<file path="config.mk">
export PLATFORM = sky130hd
export DESIGN_NAME = irqp_bank
export DESIGN_NICKNAME = d
export VERILOG_FILES = /design/src/logic/irqp_pkg.sv /design/src/logic/irqp_arb_if.sv /design/src/logic/irqp_arbiter.sv /design/src/logic/irqp_bank.sv
export SDC_FILE = /design/constraint.sdc
export NUM_CORES = 1
export LEC_CHECK = 0
export ABC_AREA = 1
export CORE_UTILIZATION = 59
export DETAILED_ROUTE_END_ITERATION = 10
export DONT_BUFFER_PORTS = 1
export GPL_TIMING_DRIVEN = 0
export PLACE_DENSITY_LB_ADDON = 0.1
export SYNTH_ARGS = -nofsm -noshare
export SYNTH_HDL_FRONTEND = slang
export SYNTH_SLANG_ARGS = --single-unit
</file>
<file path="constraint.sdc">
create_clock -name aclk -period 29.4 [get_ports aclk]
set_input_delay 1.47 -clock aclk [delete_from_list [all_inputs] [get_ports aclk]]
set_output_delay 1.47 -clock aclk [all_outputs]
set_load 0.01 [all_outputs]
</file>
<file path="src/logic/irqp_pkg.sv">
// Constants for the interrupt priority register bank.
// Assumes a 32-bit AXI4-Lite register bus and 2-bit priority levels.
package irqp_pkg;
  localparam int IRQP_LINES = 32;
  localparam int IRQP_LINES_PER_REG = 4;
  localparam int IRQP_LANE_W = 8;
  localparam int IRQP_LEVEL_W = 2;
  localparam int IRQP_LEVEL_LSB = 6;
  localparam int IRQP_ADDR_W = 12;
  localparam logic [11:0] IRQP_BASE_OFS = 12'h300;
  localparam logic [11:0] IRQ0_3_PRIORITY_OFS = 12'h300;
  localparam logic [11:0] IRQ4_7_PRIORITY_OFS = 12'h304;
  localparam logic [11:0] IRQ8_11_PRIORITY_OFS = 12'h308;
  localparam logic [11:0] IRQ12_15_PRIORITY_OFS = 12'h30c;
  localparam logic [11:0] IRQ16_19_PRIORITY_OFS = 12'h310;
  localparam logic [11:0] IRQ20_23_PRIORITY_OFS = 12'h314;
  localparam logic [11:0] IRQ24_27_PRIORITY_OFS = 12'h318;
  localparam logic [11:0] IRQ28_31_PRIORITY_OFS = 12'h31c;
  localparam logic [1:0] IRQP_LEVEL_RESET = 2'h0;
  localparam logic [1:0] IRQP_LEVEL_MOST_URGENT = 2'h0;
  localparam logic [1:0] IRQP_LEVEL_LEAST_URGENT = 2'h3;
  localparam logic [31:0] IRQP_RSVD_MASK = 32'h3f3f_3f3f;
  localparam logic [1:0] IRQP_RESP_OKAY = 2'h0;
  localparam logic [1:0] IRQP_RESP_SLVERR = 2'h2;
endpackage

</file>
<file path="src/logic/irqp_arb_if.sv">
// Carrier between the priority bank and its arbiter.
// Assumes one clock domain; levels are packed 2 bits per line.
`timescale 1ns/1ps
interface irqp_arb_if #(
  parameter int NUM_LINES = 32
);
  logic [2*NUM_LINES-1:0] levels;
  logic [NUM_LINES-1:0] req;
  logic grant_valid;
  logic [$clog2(NUM_LINES)-1:0] grant_id;
  logic [1:0] grant_level;
  modport bank (
    output levels,
    output req,
    input grant_valid,
    input grant_id,
    input grant_level
  );
  modport arb (
    input levels,
    input req,
    output grant_valid,
    output grant_id,
    output grant_level
  );
endinterface

</file>
<file path="src/logic/irqp_arbiter.sv">
// Ranks requesting lines by stored priority level.
// Assumes req already holds pending-and-enabled lines.
`timescale 1ns/1ps
module irqp_arbiter
  import irqp_pkg::*;
#(
  parameter int NUM_LINES = 32
) (
  input wire logic aclk,
  input wire logic aresetn,
  input wire logic ce,
  irqp_arb_if.arb arb
);
  localparam int IDW = $clog2(NUM_LINES);

  logic found;
  logic [IDW-1:0] best_id;
  logic [1:0] best_lvl;
  logic grant_valid_r;
  logic [IDW-1:0] grant_id_r;
  logic [1:0] grant_level_r;

  ////////////////////////////////////////////////////////////////////////////
  // Walk down so that ties settle on the lowest line
  always_comb begin
    found = 1'b0;
    best_id = '0;
    best_lvl = IRQP_LEVEL_LEAST_URGENT;
    for (int i = NUM_LINES - 1; i >= 0; i--) begin
      if (arb.req[i] && (!found || arb.levels[2*i +: 2] <= best_lvl)) begin // RULE3 RULE8
        found = 1'b1;
        best_id = IDW'(i);
        best_lvl = arb.levels[2*i +: 2];
      end
    end
  end

  always_ff @(posedge aclk) begin
    if (!aresetn) begin
      grant_valid_r <= 1'b0;
      grant_id_r <= '0;
      grant_level_r <= IRQP_LEVEL_RESET;
    end else if (ce) begin
      grant_valid_r <= found;
      grant_id_r <= best_id;
      grant_level_r <= best_lvl;
    end
  end

  assign arb.grant_valid = grant_valid_r;
  assign arb.grant_id = grant_id_r;
  assign arb.grant_level = grant_level_r;

  ////////////////////////////////////////////////////////////////////////////
  function automatic logic beaten(input logic [NUM_LINES-1:0] rq, input logic [2*NUM_LINES-1:0] lv,
                                  input logic [IDW-1:0] id);
    logic b;
    b = 1'b0;
    for (int j = 0; j < NUM_LINES; j++) begin
      if (rq[j] && (lv[2*j +: 2] < lv[2*id +: 2] || (lv[2*j +: 2] == lv[2*id +: 2] && j < int'(id))))
        b = 1'b1;
    end
    return b;
  endfunction
endmodule

</file>
<file path="src/logic/irqp_bank.sv">
// Interrupt priority register bank with AXI4-Lite slave and arbiter.
// Assumes irq_req carries pending-and-enabled lines, sync to aclk.
// Functional notes
// RULE1: Each register holds four consecutive line levels
// RULE2: Two top bits of each byte lane stored
// RULE3: Level zero most urgent, three least urgent
// RULE4: Lower six bits per lane read zero
// RULE5: Software ignores and avoids reserved bits; the bench writes them nonzero on purpose
// RULE6: Registers at 0x300 to 0x30C, reset zero
// RULE7: Same layout continues to 0x31C, line 31
// RULE8: Smallest level wins, ties to lowest line
`timescale 1ns/1ps
module irqp_bank
  import irqp_pkg::*;
#(
  parameter int NUM_LINES = IRQP_LINES,
  parameter int ADDR_W = IRQP_ADDR_W
) (
  input wire logic aclk,
  input wire logic aresetn,
  input wire logic ce,
  input wire logic [ADDR_W-1:0] s_axi_awaddr,
  input wire logic [2:0] s_axi_awprot,
  input wire logic s_axi_awvalid,
  output logic s_axi_awready,
  input wire logic [31:0] s_axi_wdata,
  input wire logic [3:0] s_axi_wstrb,
  input wire logic s_axi_wvalid,
  output logic s_axi_wready,
  output logic [1:0] s_axi_bresp,
  output logic s_axi_bvalid,
  input wire logic s_axi_bready,
  input wire logic [ADDR_W-1:0] s_axi_araddr,
  input wire logic [2:0] s_axi_arprot,
  input wire logic s_axi_arvalid,
  output logic s_axi_arready,
  output logic [31:0] s_axi_rdata,
  output logic [1:0] s_axi_rresp,
  output logic s_axi_rvalid,
  input wire logic s_axi_rready,
  input wire logic [NUM_LINES-1:0] irq_req,
  output logic [2*NUM_LINES-1:0] irq_level,
  output logic irq_grant_valid,
  output logic [$clog2(NUM_LINES)-1:0] irq_grant_id,
  output logic [1:0] irq_grant_level
);
  localparam int NREG = NUM_LINES / IRQP_LINES_PER_REG;
  localparam int IW = $clog2(NREG);
  localparam int LW = IW + 2;

  ////////////////////////////////////////////////////////////////////////////
  // Address decode, shared by both channels
  function automatic logic [IW:0] reg_decode(input logic [ADDR_W-1:0] a);
    logic [ADDR_W-1:0] d;
    d = a - ADDR_W'(IRQP_BASE_OFS);
    return {d < ADDR_W'(4 * NREG), d[IW+1:2]}; // RULE6 RULE7
  endfunction

  logic [ADDR_W-1:0] awaddr_q;
  logic aw_full_r;
  logic [31:0] wdata_q;
  logic [3:0] wstrb_q;
  logic w_full_r;
  logic bvalid_r;
  logic [1:0] bresp_r;
  logic rvalid_r;
  logic [31:0] rdata_r;
  logic [1:0] rresp_r;
  logic [2*NUM_LINES-1:0] level_r;
  logic [2*NUM_LINES-1:0] level_nxt;
  logic [31:0] rd_word;

  wire aw_take = s_axi_awvalid & s_axi_awready;
  wire w_take = s_axi_wvalid & s_axi_wready;
  wire ar_take = s_axi_arvalid & s_axi_arready;
  wire r_done = s_axi_rready & s_axi_rvalid;
  wire b_done = s_axi_bready & s_axi_bvalid;
  wire [IW:0] wr_dec = reg_decode(awaddr_q);
  wire [IW:0] rd_dec = reg_decode(s_axi_araddr);
  wire wr_hit = wr_dec[IW];
  wire [IW-1:0] wr_idx = wr_dec[IW-1:0];
  wire rd_hit = rd_dec[IW];
  wire [IW-1:0] rd_idx = rd_dec[IW-1:0];
  // Write commits only once both halves are held and the last answer is gone
  wire wr_go = aw_full_r & w_full_r & ~bvalid_r;

  // Handshakes gated by ce so no beat is taken while state is frozen
  assign s_axi_awready = ce & ~aw_full_r;
  assign s_axi_wready = ce & ~w_full_r;
  assign s_axi_bvalid = ce & bvalid_r;
  assign s_axi_bresp = bresp_r;
  assign s_axi_arready = ce & ~rvalid_r;
  assign s_axi_rvalid = ce & rvalid_r;
  assign s_axi_rdata = rdata_r;
  assign s_axi_rresp = rresp_r;

  ////////////////////////////////////////////////////////////////////////////
  // Level storage: one 2-bit field per line
  genvar g;
  generate
    for (g = 0; g < NUM_LINES; g++) begin : g_line
      localparam int R = g / IRQP_LINES_PER_REG;
      localparam int L = g % IRQP_LINES_PER_REG;
      wire we = wr_go & wr_hit & (wr_idx == IW'(R)) & wstrb_q[L]; // RULE1 RULE7
      assign level_nxt[2*g +: 2] = we ? wdata_q[IRQP_LANE_W*L + IRQP_LEVEL_LSB +: IRQP_LEVEL_W] // RULE2
                                      : level_r[2*g +: 2];
    end
    for (g = 0; g < IRQP_LINES_PER_REG; g++) begin : g_lane
      wire [LW-1:0] line = {rd_idx, 2'(g)};
      assign rd_word[IRQP_LANE_W*g + IRQP_LEVEL_LSB +: IRQP_LEVEL_W] = level_r[{line, 1'b0} +: 2]; // RULE2
      assign rd_word[IRQP_LANE_W*g +: IRQP_LEVEL_LSB] = '0; // RULE4
    end
  endgenerate

  always_ff @(posedge aclk) begin
    if (!aresetn) begin
      level_r <= '0; // RULE6
    end else if (ce) begin
      level_r <= level_nxt;
    end
  end

  assign irq_level = level_r;

  ////////////////////////////////////////////////////////////////////////////
  // Write channel
  always_ff @(posedge aclk) begin
    if (!aresetn) begin
      aw_full_r <= 1'b0;
      awaddr_q <= '0;
    end else if (ce) begin
      if (aw_take) begin
        aw_full_r <= 1'b1;
        awaddr_q <= s_axi_awaddr;
      end else if (wr_go) begin
        aw_full_r <= 1'b0;
      end
    end
  end

  always_ff @(posedge aclk) begin
    if (!aresetn) begin
      w_full_r <= 1'b0;
      wdata_q <= '0;
      wstrb_q <= '0;
    end else if (ce) begin
      if (w_take) begin
        w_full_r <= 1'b1;
        wdata_q <= s_axi_wdata;
        wstrb_q <= s_axi_wstrb;
      end else if (wr_go) begin
        w_full_r <= 1'b0;
      end
    end
  end

  always_ff @(posedge aclk) begin
    if (!aresetn) begin
      bvalid_r <= 1'b0;
      bresp_r <= IRQP_RESP_OKAY;
    end else if (ce) begin
      if (wr_go) begin
        bvalid_r <= 1'b1;
        bresp_r <= wr_hit ? IRQP_RESP_OKAY : IRQP_RESP_SLVERR;
      end else if (b_done) begin
        bvalid_r <= 1'b0;
      end
    end
  end

  ////////////////////////////////////////////////////////////////////////////
  // Read channel; unmapped reads answer zero with an error
  always_ff @(posedge aclk) begin
    if (!aresetn) begin
      rvalid_r <= 1'b0;
      rdata_r <= '0;
      rresp_r <= IRQP_RESP_OKAY;
    end else if (ce) begin
      if (ar_take) begin
        rvalid_r <= 1'b1;
        rdata_r <= rd_hit ? rd_word : '0;
        rresp_r <= rd_hit ? IRQP_RESP_OKAY : IRQP_RESP_SLVERR;
      end else if (r_done) begin
        rvalid_r <= 1'b0;
      end
    end
  end

  ////////////////////////////////////////////////////////////////////////////
  // Arbitration of pending lines
  irqp_arb_if #(.NUM_LINES(NUM_LINES)) arb_bus ();

  assign arb_bus.levels = level_r;
  assign arb_bus.req = irq_req;
  assign irq_grant_valid = arb_bus.grant_valid;
  assign irq_grant_id = arb_bus.grant_id;
  assign irq_grant_level = arb_bus.grant_level;

  irqp_arbiter #(.NUM_LINES(NUM_LINES)) u_arb (
    .aclk(aclk),
    .aresetn(aresetn),
    .ce(ce),
    .arb(arb_bus)
  );
endmodule

</file>
==> results of run 1 <==
## Yosys cell counts, drive strengths merged, types with 23 or more instances
cell      n
clkbuf   27
buf      26
nand2   211
nor2    112
ha       62
nand3    83
dfxtp   108
inv     155
a21oi   143
o21ai   128
and2     23
o211ai   26
## routing by layer
| metal | overflow | global-route usage (%) |
|---|---|---|
| met1 | 1 | 65.1 |
| met2 | 11 | 85.4 |
| met3 | 3 | 46.9 |
| met4 | 15 | 63.2 |
| met5 | 0 | 11.9 |
## cells by family after synthesis
group | count (synthesis) | synth area share (%)
other | 1 | 0.0491
flip-flops | 108 | 28.3
AO/OA/AOI/OAI | 319 | 23.0
AND/OR/NAND/NOR | 452 | 26.4
buffers and inverters | 218 | 12.0
adder cells (fa/ha/maj) | 62 | 10.2
## stage by stage
stage / util [%] / hold slack (ns) / setup WS, ns / std cells / setup TNS (ns)
4_1_cts: 77.8 / 0.457 / 0.00202 / 1502 / 0
3_5_place_dp: 62.9 / 0.447 / -2.36 / 1357 / -16.16
2_1_floorplan: - / 0.429 / 0.420 / 1185 / 0
3_3_place_gp: 62.9 / 0.440 / -1.88 / 1357 / -12.87
## timing repair
| item | CTS |
|---|---|
| setup endpoints to repair | 7 |
| gates resized for setup | 151 |
| pin swaps | 145 |
| buffers inserted | 129 |
==> impl_metrics.toml, run 1 <==
[die]
floorplan.die.height_um = 116
ioPinCount = 219
floorplan.rows = 41
start_util_pct = 60.5
die_x_um = 116

[yosys]
avgSynthCellArea_um2 = 6.58
synth-async-reset-ratio_pct = 0
synth_top_cell_by_area = "sky130_fd_sc_hd__dfxtp_1"
synth.yosys.seq_area_share_pct = 28.3
synthTopCellsByArea = "sky130_fd_sc_hd__dfxtp_1 (28%), sky130_fd_sc_hd__ha_1 (10%), sky130_fd_sc_hd__nand2_1 (10%)"
synth_enable_flop_cells = 0
synth_area_um2 = 7630
register_bit_total_from_synthesis = 108
syn_inst = 1160
ys_dominant_reg_cell = "sky130_fd_sc_hd__dfxtp_1"
yosys_warnings = 0
synth_top_area_share_pct = 28.3
netlist-cell-type-count = 41

[placed_design]
globalplace.congestion = 0.982
dpl.hpwl_um = 17200
numPortBuffers = 0
placed_area_um2 = 7940

[clock_network]
cts_inserted_buffers = 9
buffer_depth_of_the_longest_clock_path = 2
clock_sinks = 108
cts.hold.buffers_added = 0
cts-htree-levels = 3
cts-root-buf = "sky130_fd_sc_hd__clkbuf_16"

[grt]
grt_max_degree = 19
grt.overflow.total = 30
grt_total_usage_pct = 65.0

[status]
run_status = "stopped before the end"
stop_error = "[ERROR GRT-0232] Routing congestion too high. Check the congestion heatmap in the GUI."
flow.stopped_at = "global routing (5_1_grt)"

[sta]
endpoint_type = "register input"
timing.grt.repair.worst_endpoint = "u_arb.arb.grant_id[1]$_SDFFE_PN0P_/D"
==> run 2, diff against run 1 <==
Settings changed: CORE_UTILIZATION 59 to 40, PLACE_DENSITY_LB_ADDON 0.1 to 0.15.
Clock period 29.4 ns to 38.2 ns, I/O delays scaled along.
==> impl_metrics.toml, run 2 <==
[yosys]
ys_dominant_reg_cell = "sky130_fd_sc_hd__dfxtp_1"
syn_inst = 1160
avgSynthCellArea_um2 = 6.58
synthTopCellsByArea = "sky130_fd_sc_hd__dfxtp_1 (28%), sky130_fd_sc_hd__ha_1 (10%), sky130_fd_sc_hd__nand2_1 (10%)"
synth.yosys.seq_area_share_pct = 28.3
synth_top_area_share_pct = 28.3
synth_top_cell_by_area = "sky130_fd_sc_hd__dfxtp_1"
yosys_warnings = 0
synth-async-reset-ratio_pct = 0
ys_top_cells_by_count = "sky130_fd_sc_hd__nand2_1 (204), sky130_fd_sc_hd__inv_1 (146), sky130_fd_sc_hd__a21oi_1 (141), sky130_fd_sc_hd__o21ai_0 (123), sky130_fd_sc_hd__dfxtp_1 (108)"
synth.most_common_cell = "sky130_fd_sc_hd__nand2_1"
register_bit_total_from_synthesis = 108
netlist-cell-type-count = 41
synth_enable_flop_cells = 0
synth_area_um2 = 7630

[worst_hold_path]
hp-start = "awaddr_q[5]"
worst_hold_path.num_cells = 2
hold_path_class = "register to register"

[sta]
rsz_0062_raised_after_global_routing = "false"
tightestPinTransition_ns = 0.714
final-max-slew-violation-count = 0
period_needed_ns = 32.11
post_route_fraction_of_the_period_consumed_by_the_critical_path_pct = 84.1
final.setup_skew_ns = 0.00695
setup_violations = 0
hold_viol_final = 0
achievable_frequency_mhz = 31.1
timing.setup.tns_ns = 0
timing.slew.headroom_pct = 52.2
final_critical_path_setup_slack_ns = 6.09

[power_and_ir_drop]
cellInternalPower_w = 0.000233
power.static_leakage_nw = 3.79
clock_power_share_pct = 23.6
p_comb_share_pct = 45.5
switchingPower_w = 0.000151
power_density_over_cell_area_nw_per_um2 = 46.3
sequentialPowerShare_pct = 30.9
ir_worst_vdd_uv = 25.7
power.switching_fraction_pct = 39.4

[clock_network]
cts_tree = "built"
clock_sinks = 108
cts.hold.buffers_added = 0
cts-htree-levels = 3
cts_inserted_buffers = 9
post_cts.resized_instances = 0
cts-root-buf = "sky130_fd_sc_hd__clkbuf_16"
cts.clk_slew.worst_paths_ns = 0.07
clkLatencyLatePin_ns = 0.35
buffer_depth_of_the_longest_clock_path = 2
post-cts-setup-buffer-count = 0

[detailed_routing]
route.vias.total = 7611
routed_via_density = 5.31
detail_route.drc_violations = 0
detail_route.wl_per_cell_um = 17.1
detail-route-antenna-nets = 0
number_of_detailed_routing_iterations_run_before_antenna_repair = 5
drt-initial-drc-count = 597
drt_wl_total_um = 24500

[placed_design]
dpl.hpwl_um = 19300
dpl_worst_slack_ns = 5.78
placed_cells_incl_taps = 1419
globalplace.congestion = 0.922
numPortBuffers = 0

[worst_setup_path]
biggest_cell_delay_along_the_critical_path_ns = 0.33
worstRegToRegCells = 241
crit_path_max_fanout = 8
critPathSlowestCell = "sky130_fd_sc_hd__or2_2"
start_kind = "input port"
worst-setup-path-type = "input port to register"
cp_data_required_time_ns = 38.42
timing.rr.start = "irq_level[63]"
cp-startpoint = "irq_req[31]"
worstReg2RegEnd = "u_arb.arb.grant_id[1]"
crit_top_cell = "sky130_fd_sc_hd__nand2_1"
critical_path_end_type = "register"
cp_data_arrival_time_ns = 32.33
timing.critical_path.to = "u_arb.arb.grant_id[1]"
rrSetupSlack_ns = 7.23

[die]
floorplan.rows = 50
die_x_um = 140
fp.dieArea_um2 = 19600
ioPinCount = 219
floorplan.die.height_um = 140
start_util_pct = 40.8
core_area_um2 = 18700

[grt]
grt_max_degree = 16
grt_antenna_before_repair = 0
grt.overflow.total = 0
grt_first_pass_wirelength_um = 37700
grt_total_usage_pct = 24.8
grt_pass1_vias = 6773

[layout]
layout.nets = 1364
layout_commonest_cell = "sky130_fd_sc_hd__nand2_1"
layout_cell_share_with_drive_strength_beyond_1_pct = 7.17
largest_reg_flops = 64
insertedDiodeCount = 0
mostFrequentLayoutCells = "sky130_fd_sc_hd__nand2_1 (204), sky130_fd_sc_hd__inv_1 (146), sky130_fd_sc_hd__a21oi_1 (141), sky130_fd_sc_hd__o21ai_0 (123), sky130_fd_sc_hd__dfxtp_1 (108)"
area.growth.synth_to_final_pct = 8.66
finish.cell_count_without_fillers = 1433

[run]
cap_viol_max_count = 0

[status]
run_status = "finished, final reports clean"
## run 2: cell counts after synthesis
No cell type changed its count.
## run 2: cell type report
class                      count  area, um2
fill                        2003      10400
multi-input combinational    859       4650
sequential                   108       2160
inverter                     165        619
buffer                        53        297
tap                          234        293
clock buffer                  12        236
clock inverter                 2       37.5
## run 2: how the worst min path moves through the flow
stage	endpoint
after floorplan	awaddr_q[10]
after global placement	awaddr_q[5]
after detailed placement	awaddr_q[5]
after CTS	awaddr_q[5]
after global routing	awaddr_q[8]
final	awaddr_q[5]
## run 2: power groups by stage
stage	registers, W	clock network (W)	logic, W
floorplan	0.000121	0	0.000140
global placement	0.000121	0	0.000172
detailed placement	0.000121	0	0.000174
CTS	0.000119	0.0000920	0.000175
global route	0.000119	0.0000967	0.000204
finish	0.000119	0.0000906	0.000175
## run 2: critical path: cells and delay by family
| family | cells | cell delay (ns) |
|---|---|---|
| adders and majority gates | 31 | 8.06 |
| AOI/OAI and AO/OA | 43 | 5.48 |
| and+or+nand+nor | 121 | 12.99 |
| buffers and inverters | 48 | 3.80 |
## run 2: routing by layer
layer | track usage, % | vias up | share of wire, %
met1 | 34.3 | 3412 | 46
met2 | 39.1 | 273 | 44
met4 | 5.78 | 0 | 1.4
met5 | 0 | - | 0
met3 | 5.50 | 26 | 8.0
li1 | - | 3900 | -
## run 2: cell families after synthesis
kind of cell | share of synthesized area, %
adders and majority gates | 10.2
other | 0.0491
AOI/OAI and AO/OA | 23.0
buffers and inverters | 12.0
and+or+nand+nor | 26.4
DFF | 28.3
## run 2: stage by stage
stage | hold WS [ns] | power [W] | util (%) | area [um2]
6_report | 0.456 | 0.000384 | 44.3 | 8290
3_5_place_dp | 0.447 | 0.000295 | 42.9 | 8020
3_3_place_gp | 0.440 | 0.000293 | 42.9 | 8020
5_1_grt | 0.484 | 0.000419 | 44.3 | 8290
2_1_floorplan | 0.429 | 0.000260 | - | 7720
4_1_cts | 0.457 | 0.000386 | 44.3 | 8290
Power figures use the tool's default switching activity.
==> run 3, diff against run 2 <==
Clock period 38.2 ns to 27 ns, I/O delays scaled along.
==> impl_metrics.toml, run 3 (same netlist as run 2, synthesis figures left out) <==
[sta]
hold_viol_final = 0
rsz_0062_raised_after_global_routing = "true"
period_needed_ns = 28.74
final-max-slew-violation-count = 0
timing.setup.tns_ns = -11.88
setup_violations = 7
achievable_frequency_mhz = 34.8
final.setup_skew_ns = 0.00970
worst_hold_slack_ns = 0.458
tightestPinTransition_ns = 0.732
post_route_fraction_of_the_period_consumed_by_the_critical_path_pct = 106
final_critical_path_setup_slack_ns = -1.74
timing.slew.headroom_pct = 51.0

[worst_hold_path]
hp-start = "awaddr_q[5]"
worst_hold_path.num_cells = 2
worst_hold_path.endpoint = "awaddr_q[5]"
hold_path_class = "register to register"

[power_and_ir_drop]
power.static_leakage_nw = 4.29
power.switching_fraction_pct = 40.3
p_comb_share_pct = 57.3
clock_power_share_pct = 19.4
sequentialPowerShare_pct = 23.3
cellInternalPower_w = 0.000429
ir_worst_vdd_uv = 34.0
power_density_over_cell_area_nw_per_um2 = 71.7
switchingPower_w = 0.000289

[worst_setup_path]
cp_data_required_time_ns = 27.29
crit_top_cell = "sky130_fd_sc_hd__nand2_2"
rrSetupSlack_ns = -1.24
timing.rr.start = "irq_level[60]"
cp_data_arrival_time_ns = 29.03
critPathSlowestCell = "sky130_fd_sc_hd__ha_1"
start_kind = "input port"
worst-setup-path-type = "input port to register"
crit_path_max_fanout = 6
worstReg2RegEnd = "u_arb.arb.grant_id[1]"
biggest_cell_delay_along_the_critical_path_ns = 0.30
critical_path_end_type = "register"
worstRegToRegCells = 239

[clock_network]
cts-htree-levels = 3
cts-root-buf = "sky130_fd_sc_hd__clkbuf_16"
clock_sinks = 108
cts.clk_slew.worst_paths_ns = 0.07
buffer_depth_of_the_longest_clock_path = 2
cts.hold.buffers_added = 0
clkLatencyLatePin_ns = 0.36
cts_inserted_buffers = 9
cts_tree = "built"

[die]
floorplan.die.height_um = 140
core_area_um2 = 18700
ioPinCount = 219
floorplan.rows = 50
die_x_um = 140
start_util_pct = 40.8
fp.dieArea_um2 = 19600

[detailed_routing]
detail_route.drc_violations = 0
detail_route.wl_per_cell_um = 17.9
drt-initial-drc-count = 491
number_of_detailed_routing_iterations_run_before_antenna_repair = 5
routed_via_density = 5.42
detail-route-antenna-nets = 0
route.vias.total = 8122
drt_wl_total_um = 26800

[placed_design]
dpl_worst_slack_ns = -4.01
dpl.hpwl_um = 19300
numPortBuffers = 0
globalplace.congestion = 0.896

[grt]
grt_first_pass_wirelength_um = 38600
grt.overflow.total = 0
grt_total_usage_pct = 25.5
grt_max_degree = 18
grt_pass1_vias = 7043
grt_antenna_before_repair = 1

[status]
violations = "negative setup slack"
run_status = "complete, but fails checks"

[layout]
multi_input_area_um2 = 5810
largest_reg_flops = 64
mostFrequentLayoutCells = "sky130_fd_sc_hd__nand2_1 (132), sky130_fd_sc_hd__a21oi_1 (125), sky130_fd_sc_hd__o21ai_0 (122), sky130_fd_sc_hd__dfxtp_1 (108), sky130_fd_sc_hd__inv_1 (101)"
layout_commonest_cell = "sky130_fd_sc_hd__nand2_1"
fill_cells = 1839
layout_cell_share_with_drive_strength_beyond_1_pct = 31.6
finalCoreUtilization_pct = 53.5
layout.nets = 1426
area.growth.synth_to_final_pct = 31.2
sequential_cell_area_um2 = 2160

[run]
cap_viol_max_count = 0
[run 3: how the worst max path moves through the flow]
stage | startpoint | to | cells past startpoint
after floorplan | irq_req[31] | u_arb.arb.grant_level[1] | 243
after global placement | irq_req[31] | u_arb.arb.grant_level[1] | 237
after detailed placement | irq_req[31] | u_arb.arb.grant_level[1] | 241
after CTS | irq_req[31] | u_arb.arb.grant_level[1] | 240
after global routing | irq_req[31] | u_arb.arb.grant_id[1] | 243
final | irq_req[31] | u_arb.arb.grant_id[1] | 240
[run 3: layout make-up]
class,count,area share [%]
Tap cell,234,2.93
Multi-Input combinational cell,859,58.0
Sequential cell,108,21.6
Clock buffer,11,2.53
Buffer,53,2.96
Clock inverter,5,0.588
Inverter,165,6.48
Timing Repair Buffer,62,4.88
Antenna cell,1,0.0250
[run 3: what timing repair did]
action,4_1_cts,5_1_grt
endpoints found under the hold margin,0,0
pin swaps,25,147
setup endpoints to repair,7,7
setup buffers,25,37
gates resized for setup,8,254
gates cloned,0,0
[run 3: power groups by stage]
stage                     Sequential (W)  Clock, W  Combinational (W)
after floorplan                 0.000171         0           0.000204
after global placement          0.000171         0           0.000248
after detailed placement        0.000171         0           0.000253
after CTS                       0.000168  0.000141           0.000276
after global routing            0.000168  0.000148           0.000454
final                           0.000167  0.000139           0.000411
[run 3: worst max-delay path, delay by kind of cell]
kind | cells | cell delay, ns
fa+ha+maj | 31 | 7.01
compound gates | 43 | 5.50
buf+inv | 46 | 2.92
simple gates | 120 | 12.25
[run 3: stage by stage]
step                instance area, um2  power, W  std cells
finish                           10000  0.000718       1498
global route                     10000  0.000771       1497
CTS                               8600  0.000584       1460
detailed placement                8080  0.000424       1419
global placement                  8080  0.000420       1419
floorplan                         7790  0.000375       1185
[run 3: routing by layer]
layer  track usage [%]  part of all wire (%)  routed length [um]
met1              34.1                    43               11600
met2              38.3                    45               12000
met3              7.62                   8.6                2300
met4              9.89                   3.2                 869
met5                 0                     0                   0
